### config.mk
export PLATFORM = sky130hd
export DESIGN_NAME = ecp_parallel_port_link
export DESIGN_NICKNAME = d
export VERILOG_FILES = /design/src/hdl/ecp_pkg.sv /design/src/hdl/fifo_mem_if.sv /design/src/hdl/ecp_parallel_port_link.sv /design/src/hdl/fifo_mem.sv
export VERILOG_INCLUDE_DIRS = /design/src /design/src/hdl
export SDC_FILE = /design/constraint.sdc
export NUM_CORES = 1
export LEC_CHECK = 0
export BUFFER_PORTS_ARGS = -buffer_cell sky130_fd_sc_hd__buf_2
export CORE_MARGIN = 2
export CORE_UTILIZATION = 46
export CTS_CLUSTER_DIAMETER = 30
export DETAILED_ROUTE_END_ITERATION = 8
export GPL_TIMING_DRIVEN = 1
export PLACE_DENSITY_LB_ADDON = 0.12
export SLEW_MARGIN = 20
export SYNTH_ARGS = -nofsm -noshare
export SYNTH_HDL_FRONTEND = slang
export SYNTH_SLANG_ARGS = --single-unit
### constraint.sdc
create_clock -name mclk -period 3.93 [get_ports mclk]
set_input_delay 0.786 -clock mclk [delete_from_list [all_inputs] [get_ports mclk]]
set_output_delay 0.786 -clock mclk [all_outputs]
set_load 0.01 [all_outputs]
### src/hdl/ecp_consts.svh
// Purpose: Offsets, field positions, reset values and fixed read values of the port.
// Assumes: Offsets are relative to the port base address, as seen on bus_addr.
// Notes:   Definitions only; no logic lives here.
`ifndef ECP_CONSTS_SVH
`define ECP_CONSTS_SVH

// Register offsets on the 11-bit host address.
`define OFS_DATA     11'h000
`define OFS_DSR      11'h001
`define OFS_DCR      11'h002
`define OFS_FIFO     11'h400
`define OFS_CAPABILITY_B    11'h401
`define OFS_ECR      11'h402

// Line control field positions.
`define DCR_STROBE   0
`define DCR_AUTOFD   1
`define DCR_NINIT    2
`define DCR_SELIN    3
`define DCR_DIR      5

// Extended control field positions.
`define ECR_NERR     4
`define ECR_DMA      3
`define ECR_SVC      2

// Fixed read value of capability_a and reset of the port word latch.
`define CAPABILITY_A_VALUE  8'h10
`define DATA_RESET   8'h00

// Fill level that raises the service request flag.
`define SVC_LEVEL    8'h08

`endif

### src/hdl/ecp_pkg.sv
// Purpose: Shared types of the extended capabilities port.
// Assumes: Mode codes match the three-bit mode field of extended_control.
// Notes:   Transfer states are one-hot.
package ecp_pkg;

  // Mode field of extended_control.
  typedef enum logic [2:0] {
    MODE_SPP   = 3'h0,
    MODE_PS2   = 3'h1,
    MODE_COMPAT_FIFO_PORT = 3'h2,
    MODE_ECP   = 3'h3,
    MODE_EPP   = 3'h4,
    MODE_RSVD  = 3'h5,
    MODE_TEST  = 3'h6,
    MODE_CFG   = 3'h7
  } mode_t;

  // Cable handshake states.
  typedef enum logic [5:0] {
    ST_IDLE  = 6'h01,
    ST_FSET  = 6'h02,
    ST_FWAIT = 6'h04,
    ST_RREQ  = 6'h08,
    ST_REND  = 6'h10,
    ST_RRLE  = 6'h20
  } xfer_st_t;

endpackage : ecp_pkg

### src/hdl/fifo_mem_if.sv
// Purpose: Carries one write port and one read port between controller and FIFO storage.
// Assumes: Read data arrive one clock after the read address.
// Notes:   The controller owns the pointers; the storage only stores.
`timescale 1ns/1ps
`default_nettype none
interface fifo_mem_if #(
  parameter int W  = 9,
  parameter int AW = 4
);
  logic          we;     // Write strobe.
  logic [AW-1:0] waddr;  // Write address.
  logic [W-1:0]  wdata;  // Write data.
  logic [AW-1:0] raddr;  // Read address, sampled every clock.
  logic [W-1:0]  rdata;  // Registered read data.

  modport ctrl (output we, output waddr, output wdata, output raddr, input rdata);
  modport mem  (input we, input waddr, input wdata, input raddr, output rdata);
endinterface : fifo_mem_if
`default_nettype wire

### src/hdl/ecp_parallel_port_link.sv
// Purpose: Extended capabilities parallel port: registers, shared FIFO, cable handshakes.
// Assumes: Host strobes and cable inputs are synchronous to mclk.
// Notes:   Registers answer one clock after a strobe; FIFO holds a tag bit per byte.
`timescale 1ns/1ps
`default_nettype none
`include "ecp_consts.svh"

module ecp_parallel_port_link #(
  parameter int FIFO_DEPTH = 16
) (
  // Clock and reset.
  input  wire logic         mclk,
  input  wire logic         rst_n,
  // Host register port.
  input  wire logic [10:0]  bus_addr,
  input  wire logic         bus_wr,
  input  wire logic         bus_rd,
  input  wire logic [7:0]   bus_wdata,
  output logic      [7:0]   bus_rdata,
  // DMA handshake.
  output logic              dma_req,
  input  wire logic         dma_ack,
  // Cable data lines.
  input  wire logic [7:0]   pd_in,
  output logic      [7:0]   pd_out,
  output logic              pd_oe,
  // Cable control outputs.
  output logic              nstrobe_out,
  output logic              nautofd_out,
  output logic              ninit_out,
  output logic              nselectin_out,
  // Cable status inputs.
  input  wire logic         nack_in,
  input  wire logic         busy_in,
  input  wire logic         perror_in,
  input  wire logic         select_in,
  input  wire logic         nfault_in,
  // Interrupt request level.
  output logic              irq_line_level
);
  import ecp_pkg::*;

  localparam int AW = $clog2(FIFO_DEPTH);
  localparam int W  = 9;

  // The pointer logic wraps by overflow, so the depth must be a power of two.
  if ((1 << AW) != FIFO_DEPTH || FIFO_DEPTH < 2) begin : g_bad_depth
    $error("FIFO_DEPTH must be a power of two of at least 2.");
  end

  // All state of the port.
  typedef struct packed {
    mode_t         mode;     // Mode field.
    logic [5:0]    dcr;      // Writable bits of line_control.
    logic [7:0]    data;     // Port word latch.
    logic          nerr;     // Fault interrupt disable, active high.
    logic          dma;      // DMA allow.
    logic          svc;      // Service request flag.
    logic [AW:0]   wp;       // Write pointer with wrap bit.
    logic [AW:0]   rp;       // Read pointer with wrap bit.
    xfer_st_t      st;       // Cable handshake state.
    logic [7:0]    fwd;      // Byte being sent.
    logic          ftag;     // Sent byte is address or RLE count.
    logic [7:0]    rev;      // Byte received.
    logic          rbusy;    // Busy level captured with it.
    logic [6:0]    rle;      // Repeats still to push.
    logic          rle_pend; // A count waits for its data byte.
    logic [7:0]    rdata;    // Host read answer.
    logic [7:0]    last;     // Last byte read from the FIFO.
    logic [7:0]    pdo;      // Data line output register.
    logic          nstb;     // Handshake strobe level.
    logic          nafd;     // Handshake autofeed level.
  } state_t;

  localparam state_t S_RST = '{
    mode: MODE_SPP, st: ST_IDLE, nstb: 1'b1, nafd: 1'b1, data: `DATA_RESET,
    default: '0
  };

  state_t s_q;
  state_t s_d;

  // Storage of the shared FIFO.
  fifo_mem_if #(.W(W), .AW(AW)) mif ();

  fifo_mem #(
    .W     (W),
    .DEPTH (FIFO_DEPTH)
  ) u_mem (
    .mclk  (mclk),
    .rst_n (rst_n),
    .mp    (mif.mem)
  );

  // Derived conditions.
  logic [AW:0] count;     // Bytes held.
  logic        full;      // No room left.
  logic        empty;     // Nothing held.
  logic        dir_rev;   // Effective direction is reverse.
  logic        hs_mode;   // A hardware handshake mode is selected.
  logic        fifo_acc;  // Host access goes to the FIFO port.
  logic        push;      // FIFO write this cycle.
  logic        pop;       // FIFO read this cycle.
  logic [W-1:0] push_v;   // Entry written.

  assign count    = s_q.wp - s_q.rp;
  assign empty    = (s_q.wp == s_q.rp);
  assign full     = (count == (AW+1)'(FIFO_DEPTH));
  // Direction is forced out in the two compatibility modes.
  assign dir_rev  = s_q.dcr[`DCR_DIR] &&
                    !(s_q.mode == MODE_SPP || s_q.mode == MODE_COMPAT_FIFO_PORT);
  assign hs_mode  = (s_q.mode == MODE_COMPAT_FIFO_PORT) || (s_q.mode == MODE_ECP);
  // DMA acknowledge always reaches the FIFO port whatever the address.
  assign fifo_acc = dma_ack || (bus_addr == `OFS_FIFO);

  // Next state: host access first, then the cable, then flags.
  always_comb begin
    s_d    = s_q;
    push   = 1'b0;
    pop    = 1'b0;
    push_v = '0;

    // Host writes; the decode depends on the mode field.
    if (bus_wr) begin
      if (fifo_acc && (hs_mode || s_q.mode == MODE_TEST)) begin
        // Forward FIFO modes, or test mode in any direction; a full FIFO drops it.
        if (!full && (!dir_rev || s_q.mode == MODE_TEST)) begin
          push   = 1'b1;
          push_v = {1'b0, bus_wdata};
        end
      end else begin
        case (bus_addr)
          `OFS_DATA: begin
            if (s_q.mode == MODE_ECP) begin
              // Address or RLE byte, tagged, forward only.
              if (!full && !dir_rev) begin
                push   = 1'b1;
                push_v = {1'b1, bus_wdata};
              end
            end else begin
              s_d.data = bus_wdata;
            end
          end
          `OFS_DCR: begin
            s_d.dcr = bus_wdata[5:0];
          end
          `OFS_ECR: begin
            s_d.mode = mode_t'(bus_wdata[7:5]);
            s_d.nerr = bus_wdata[`ECR_NERR];
            s_d.dma  = bus_wdata[`ECR_DMA];
            // Writing one clears the service request flag.
            if (bus_wdata[`ECR_SVC]) begin
              s_d.svc = 1'b0;
            end
          end
          default: begin
            // Status and capability registers ignore writes.
          end
        endcase
      end
    end

    // Host reads; the answer is registered.
    if (bus_rd) begin
      // Configuration mode answers at both capability offsets, and DMA at any other address answers capability_a.
      if (s_q.mode == MODE_CFG && (fifo_acc || bus_addr == `OFS_CAPABILITY_B)) begin
        s_d.rdata = (bus_addr == `OFS_CAPABILITY_B) ? {1'b0, irq_line_level, 6'h00}
                                               : `CAPABILITY_A_VALUE;
      end else if (fifo_acc && (s_q.mode == MODE_TEST ||
                                (s_q.mode == MODE_ECP && dir_rev))) begin
        // An empty FIFO rereads the last byte instead of stalling.
        if (!empty) begin
          pop        = 1'b1;
          s_d.rdata  = mif.rdata[7:0];
          s_d.last   = mif.rdata[7:0];
        end else begin
          s_d.rdata  = s_q.last;
        end
      end else begin
        case (bus_addr)
          `OFS_DATA:  s_d.rdata = (s_q.mode == MODE_ECP) ? 8'h00 : pd_in;
          `OFS_DSR:   s_d.rdata = {~busy_in, nack_in, perror_in, select_in,
                                   nfault_in, 3'h0};
          `OFS_DCR:   s_d.rdata = {2'h0, s_q.dcr};
          `OFS_ECR:   s_d.rdata = {s_q.mode, s_q.nerr, s_q.dma, s_q.svc,
                                   full, empty};
          default:    s_d.rdata = 8'h00;
        endcase
      end
    end

    // Cable handshake.
    case (s_q.st)
      ST_IDLE: begin
        if (hs_mode && !dir_rev && !empty) begin
          // Take the head byte and put it and its tag on the lines.
          pop        = 1'b1;
          s_d.fwd    = mif.rdata[7:0];
          s_d.ftag   = mif.rdata[8];
          s_d.nafd   = (s_q.mode == MODE_ECP) ? !mif.rdata[8] : 1'b1;
          s_d.st     = ST_FSET;
        end else if (s_q.mode == MODE_ECP && dir_rev && !full && !perror_in) begin
          // Reverse is acknowledged; ask for a byte only while room remains.
          s_d.nafd   = 1'b0;
          s_d.st     = ST_RREQ;
        end
      end
      ST_FSET: begin
        // Data have stood a cycle; strobe once the peripheral is not busy.
        if (!busy_in) begin
          s_d.nstb = 1'b0;
          s_d.st   = ST_FWAIT;
        end
      end
      ST_FWAIT: begin
        // Busy rising says the byte was taken; release the strobe.
        if (busy_in) begin
          s_d.nstb = 1'b1;
          s_d.st   = ST_IDLE;
        end
      end
      ST_RREQ: begin
        // nAck low means the data are valid; Busy says command or data.
        if (!nack_in) begin
          s_d.rev   = pd_in;
          s_d.rbusy = busy_in;
          s_d.nafd  = 1'b1;
          s_d.st    = ST_REND;
        end
      end
      ST_REND: begin
        if (nack_in) begin
          s_d.st = ST_IDLE;
          if (!s_q.rbusy) begin
            // Command byte: a count if bit 7 is clear, else a channel address.
            if (!s_q.rev[7]) begin
              s_d.rle      = s_q.rev[6:0];
              s_d.rle_pend = 1'b1;
            end
          end else if (s_q.rle_pend) begin
            s_d.rle_pend = 1'b0;
            s_d.st       = ST_RRLE;
          end else begin
            push   = 1'b1;
            push_v = {1'b0, s_q.rev};
          end
        end
      end
      ST_RRLE: begin
        // Push the byte count plus one times, waiting whenever the FIFO fills.
        if (!full) begin
          push   = 1'b1;
          push_v = {1'b0, s_q.rev};
          if (s_q.rle == 7'h00) begin
            s_d.st = ST_IDLE;
          end else begin
            s_d.rle = s_q.rle - 7'h01;
          end
        end
      end
      default: begin
        s_d.st = ST_IDLE;
      end
    endcase

    // Leaving the handshake modes abandons any transfer in flight.
    if (!hs_mode) begin
      s_d.st       = ST_IDLE;
      s_d.nstb     = 1'b1;
      s_d.nafd     = 1'b1;
      s_d.rle_pend = 1'b0;
    end

    // Pointer movement; a mode change empties the FIFO.
    if (push) begin
      s_d.wp = s_q.wp + (AW+1)'(1);
    end
    if (pop) begin
      s_d.rp = s_q.rp + (AW+1)'(1);
    end
    if (s_d.mode != s_q.mode) begin
      s_d.wp = '0;
      s_d.rp = '0;
    end

    // Without DMA, software is asked to service the FIFO at the threshold.
    // The set is applied last so it wins over a clear in the same cycle.
    if (!s_q.dma && hs_mode &&
        (dir_rev ? (count >= (AW+1)'(`SVC_LEVEL)) : (count <= (AW+1)'(`SVC_LEVEL)))) begin
      s_d.svc = 1'b1;
    end

    // Data line register: port word latch, byte in flight, or FIFO head in test.
    case (s_d.mode)
      MODE_COMPAT_FIFO_PORT, MODE_ECP: s_d.pdo = s_d.fwd;
      MODE_TEST:            s_d.pdo = mif.rdata[7:0];
      default:              s_d.pdo = s_d.data;
    endcase
  end

  // Storage port follows the pointers; read address is the next head.
  always_comb begin
    mif.we    = push;
    mif.waddr = s_q.wp[AW-1:0];
    mif.wdata = push_v;
    mif.raddr = s_d.rp[AW-1:0];
  end

  // Single state register with synchronous reset.
  always_ff @(posedge mclk) begin
    if (!rst_n) begin
      s_q <= S_RST;
    end else begin
      s_q <= s_d;
    end
  end

  // Host answer and DMA request.
  assign bus_rdata = s_q.rdata;
  // DMA asks for room going forward and for data coming back.
  assign dma_req   = s_q.dma && hs_mode &&
                     (dir_rev ? !empty : !full);

  // Data lines are driven only forward, and in ECP only once PError shows forward.
  assign pd_out = s_q.pdo;
  assign pd_oe  = !dir_rev &&
                  (s_q.mode != MODE_ECP || perror_in);

  // Control lines: both handshake modes strobe from the state machine, ECP also autofeed; others use the control bits.
  assign nstrobe_out   = hs_mode ? s_q.nstb : !s_q.dcr[`DCR_STROBE];
  assign nautofd_out   = (s_q.mode == MODE_ECP) ? s_q.nafd : !s_q.dcr[`DCR_AUTOFD];
  // nInit low turns the channel round; the host alone decides when.
  assign ninit_out     = (s_q.mode == MODE_ECP) ? !dir_rev
                                                 : s_q.dcr[`DCR_NINIT];
  assign nselectin_out = (s_q.mode == MODE_ECP) ? 1'b1 : !s_q.dcr[`DCR_SELIN];

  // A low nFault while forward is an error or a reverse hint; either may interrupt.
  assign irq_line_level = s_q.svc ||
                          (!s_q.nerr && !nfault_in && !dir_rev);

endmodule : ecp_parallel_port_link
`default_nettype wire

### src/hdl/fifo_mem.sv
// Purpose: Storage of the shared byte FIFO, one write and one registered read port.
// Assumes: Write and read addresses come from the controlling pointers.
// Notes:   A write to the address being read is passed straight through.
`timescale 1ns/1ps
`default_nettype none
module fifo_mem #(
  parameter int W     = 9,
  parameter int DEPTH = 16
) (
  // Clock and reset.
  input wire logic mclk,
  input wire logic rst_n,
  // Storage port.
  fifo_mem_if.mem  mp
);
  localparam int AW = $clog2(DEPTH);

  // All storage of this module.
  typedef struct packed {
    logic [DEPTH-1:0][W-1:0] arr;  // Entries.
    logic [W-1:0]            rd;   // Read register.
  } mem_t;

  mem_t s_q;
  mem_t s_d;

  // Next contents: write, then read with bypass so a fresh entry is seen at once.
  always_comb begin
    s_d = s_q;
    if (mp.we) begin
      s_d.arr[mp.waddr] = mp.wdata;
    end
    s_d.rd = s_d.arr[mp.raddr];
  end

  // Only the read register needs a defined value; entries are written before use.
  always_ff @(posedge mclk) begin
    if (!rst_n) begin
      s_q.rd  <= '0;
      s_q.arr <= s_d.arr;
    end else begin
      s_q <= s_d;
    end
  end

  assign mp.rdata = s_q.rd;
endmodule : fifo_mem
`default_nettype wire

==> results.md <==
* Run status: finished clean
* Site Rows at 57
* Final setup vio count at 0
* Synthesized area at ~0.011 mm^2
* Area after DPL at 0.0137 mm^2
* Design area at 0.0159 mm^2
* Synth-to-Final Area Change at 38.0%
* Hold WS at about 450 ps
* Worst flop-to-flop path endpoint: u_mem.mp.rdata[4]
* Worst-Margin Slew at 836 ps
* Sequential share of the synthesized area at 41.8%
* PwrDens at 483 mW/mm^2
* Worst hold endpoint: u_mem.s_q[35]
* Final Hold Viols at 0
* VDD IR max at about 0.46 mV
* R2R Path Start: s_q[60]
* Most numerous cell in the Yosys netlist: dfxtp_1
* Hold_buf cts at 0
* Largest net degree at the start of global routing at 56
* Max Root-Sink Buffers at 3
* DPL Wire Length at 27300 um
* Startpoint of the worst hold path: u_mem.s_q[35]
* Crit path depth at 13
* Distinct cells, synth at 85
* Setup crit start kind: input port
* H-tree levels at 2
* DR pass1 iterations at 6
* Reg clk slew, reported paths at 40 ps
* Main synth FF type: dfxtp_1
* Synth area leader: dfxtp_1
* Share of cells above drive strength 1 at 28.8%
* Worst Path Arrival at 4210 ps
* Setup CP Type: input port to register
* Worst path bufs/invs at 3
* Initial Util at a little under half
* CTS buffer count at 57
* Critical path fanouts, max at 9
* Share of the synthesized area in the top cell type at 41.8%
* Max-capacitance violation count at 0
* Sink Count at between 200 and 250
* Total of warnings raised by yosys at 0
* Final period util at 96.3%
* # diodes at 0
* Slew Viols, Final at 0
* Largest stage delay, worst path at ~570 ps
* Crit. End Element: register
* Reg2reg path depth at 17
* Clock Latency Late Sink at 580 ps
* Total track usage at 27.8%
* Placed Cells at 1855
* Final Skew at 25.6 ps
* Vias in the first global route at approximately 11000
* Initial DRC count at 933
* Core box area at approximately 0.024 mm^2
* Post-layout util at 64.9%
* Fmax at 0.264 GHz
* Port Buf Inserts at 59
* First-pass GRT wire length at 57500 um
* Number of synthesized flops with an enable pin at 0
* Relative slew slack at 44.3%
* Drt wl/cell at between 15 and 20 um
* Ys async rst share at 0%
* Drc violations at 0
* Finished Layout Cells at 1966
* Die height at between 150 and 200 um
* Vias/cell at about 5.6
* Critical-path top delay cell: or4_4
* Syn_nets at 1367
* Die W at around 160 um
* Largest cells by area after synthesis: dfxtp_1 (42%), mux2i_1 (9.3%), nor2_1 (6.1%)
* Mapped Cells at 1319
* GPL Wtd Cong at 0.955
* Die ar. at between 0.02 and 0.03 mm^2
* Nets@finish at roughly 1600
* Worst EP required at between 4000 and 5000 ps
* RSZ-0062 raised after global routing: false
* Final worst path period need at 3790 ps
* I/O Pins at 60
* Syn Area/Cell at 8.72 um^2
* CTS tree: yes
* Worst min path class: register to register
* Lkg Pwr at ~6.8 nW
* Synth Register Bits at 240
* Total number of vias at 10900
* Hold path cells at 2
* Total congestion overflow at 0
* Synth top cells by count: dfxtp_1 (240), nor2_1 (186), mux2i_1 (107)
* CP Cell Sequence: buf_2 -> or4_4 -> or4_4 -> a21o_1 -> and3_1 -> o21ai_1 -> buf_4 -> and3_1 -> buf_4 -> mux2i_1 -> o32ai_1 -> a2111oi_0 -> o32ai_1
* ANT nets after route at 0
* R2R setup slack at between 200 and 250 ps
* Antenna violations before repair at 0
* CP top delay family: simple AND/OR/NAND/NOR gates
* Post-Route WL at 36900 um
* Root Buffer: clkbuf_16
-- cells by family after synthesis --
logic type,count (synthesis),synth area share (%)
AND/OR/NAND/NOR,421,17.1
AO/OA/AOI/OAI,352,21.0
flip-flops,240,41.8
buffers and inverters,156,6.64
multiplexers,126,11.3
XOR/XNOR,13,0.990
adder cells (fa/ha/maj),11,1.20
-- what timing repair did --
item                                    CTS  global route
resized for setup                         0             8
buffers inserted                          0             4
endpoints found under the setup margin    0             5
-- tightest hold or removal path, cell delays in order, from the launching register on --
cell	delay (ps)
dfxtp_1	320
nand2_1	40
o21ai_0	50
-- state kept, by name (all words and copies together) (netlist names) --
| register | count |
|---|---|
| u_mem.mp.rdata | 9 |
| u_mem.s_q | 144 |
| pd_out | 8 |
| s_q | 67 |
| bus_rdata | 8 |
| mif.waddr | 4 |
-- metrics by stage --
stage               setup slack (ps)  power (W)  TNS, ps
finish                           144    0.00767        0
global route                    14.8    0.00787        0
CTS                             75.5    0.00772        0
detailed placement              -492    0.00257    -2660
global placement                -478    0.00257    -2140
floorplan                       40.1    0.00252        0
-- how the worst max path moves through the flow --
stage	slack, ps	endpoint	startpoint
finish	140	u_mem.mp.rdata[4]	bus_addr[3]
global placement	-480	u_mem.mp.rdata[0]	bus_addr[3]
detailed placement	-490	u_mem.mp.rdata[0]	bus_addr[3]
CTS	80	u_mem.mp.rdata[0]	bus_addr[3]
global route	10	u_mem.mp.rdata[0]	s_q[60]
floorplan	40	u_mem.mp.rdata[1]	bus_addr[3]
-- per-layer routing --
| layer | GRT usage (%) | part of all wire, % | vias to the layer above |
|---|---|---|---|
| met2 | 47.4 | 47 | 399 |
| met4 | 11.0 | 3.6 | 0 |
| li1 | - | - | 5310 |
| met5 | 0 | 0 | - |
| met3 | 5.85 | 6.7 | 88 |
| met1 | 34.4 | 43 | 5135 |
-- placed cells by master (no fill, tap or decap), types with 7 or more instances in the layout --
master / n
a2111oi_0: 9
a211oi_1: 33
a21oi_1: 104
a22o_1: 9
a22oi_1: 16
a31oi_1: 9
buf_12: 12
buf_2: 59
buf_4: 233
bufinv_16: 12
clkbuf_1: 8
clkbuf_16: 57
clkbuf_8: 8
clkinvlp_4: 12
dfxtp_1: 240
ha_1: 11
inv_1: 67
mux2_2: 16
mux2i_1: 107
nand2_1: 97
nand2b_1: 7
nand3_1: 23
nand4_1: 8
nor2_1: 186
nor2b_1: 9
nor3_1: 26
o211ai_1: 18
o21ai_0: 45
o22ai_1: 14
o32ai_1: 20
or2_2: 7
xnor2_1: 7
-- layout make-up --
cell class | instances | area (um^2)
clock buffer | 73 | 1570
clock inverter | 34 | 573
fill | 2043 | 8590
inverter | 68 | 255
multi-input combinational | 923 | 5980
sequential | 240 | 4800
tap | 324 | 405
timing repair buffer | 304 | 2280
-- power breakdown --
group	total [W]	internal [W]	leakage [nW]	switching, W
clock network	0.00514	0.00361	0.997	0.00153
registers	0.00244	0.00244	1.93	0.000000293
logic	0.0000834	0.0000276	3.90	0.0000558
Note: power is estimated with default switching activity, not from simulation.
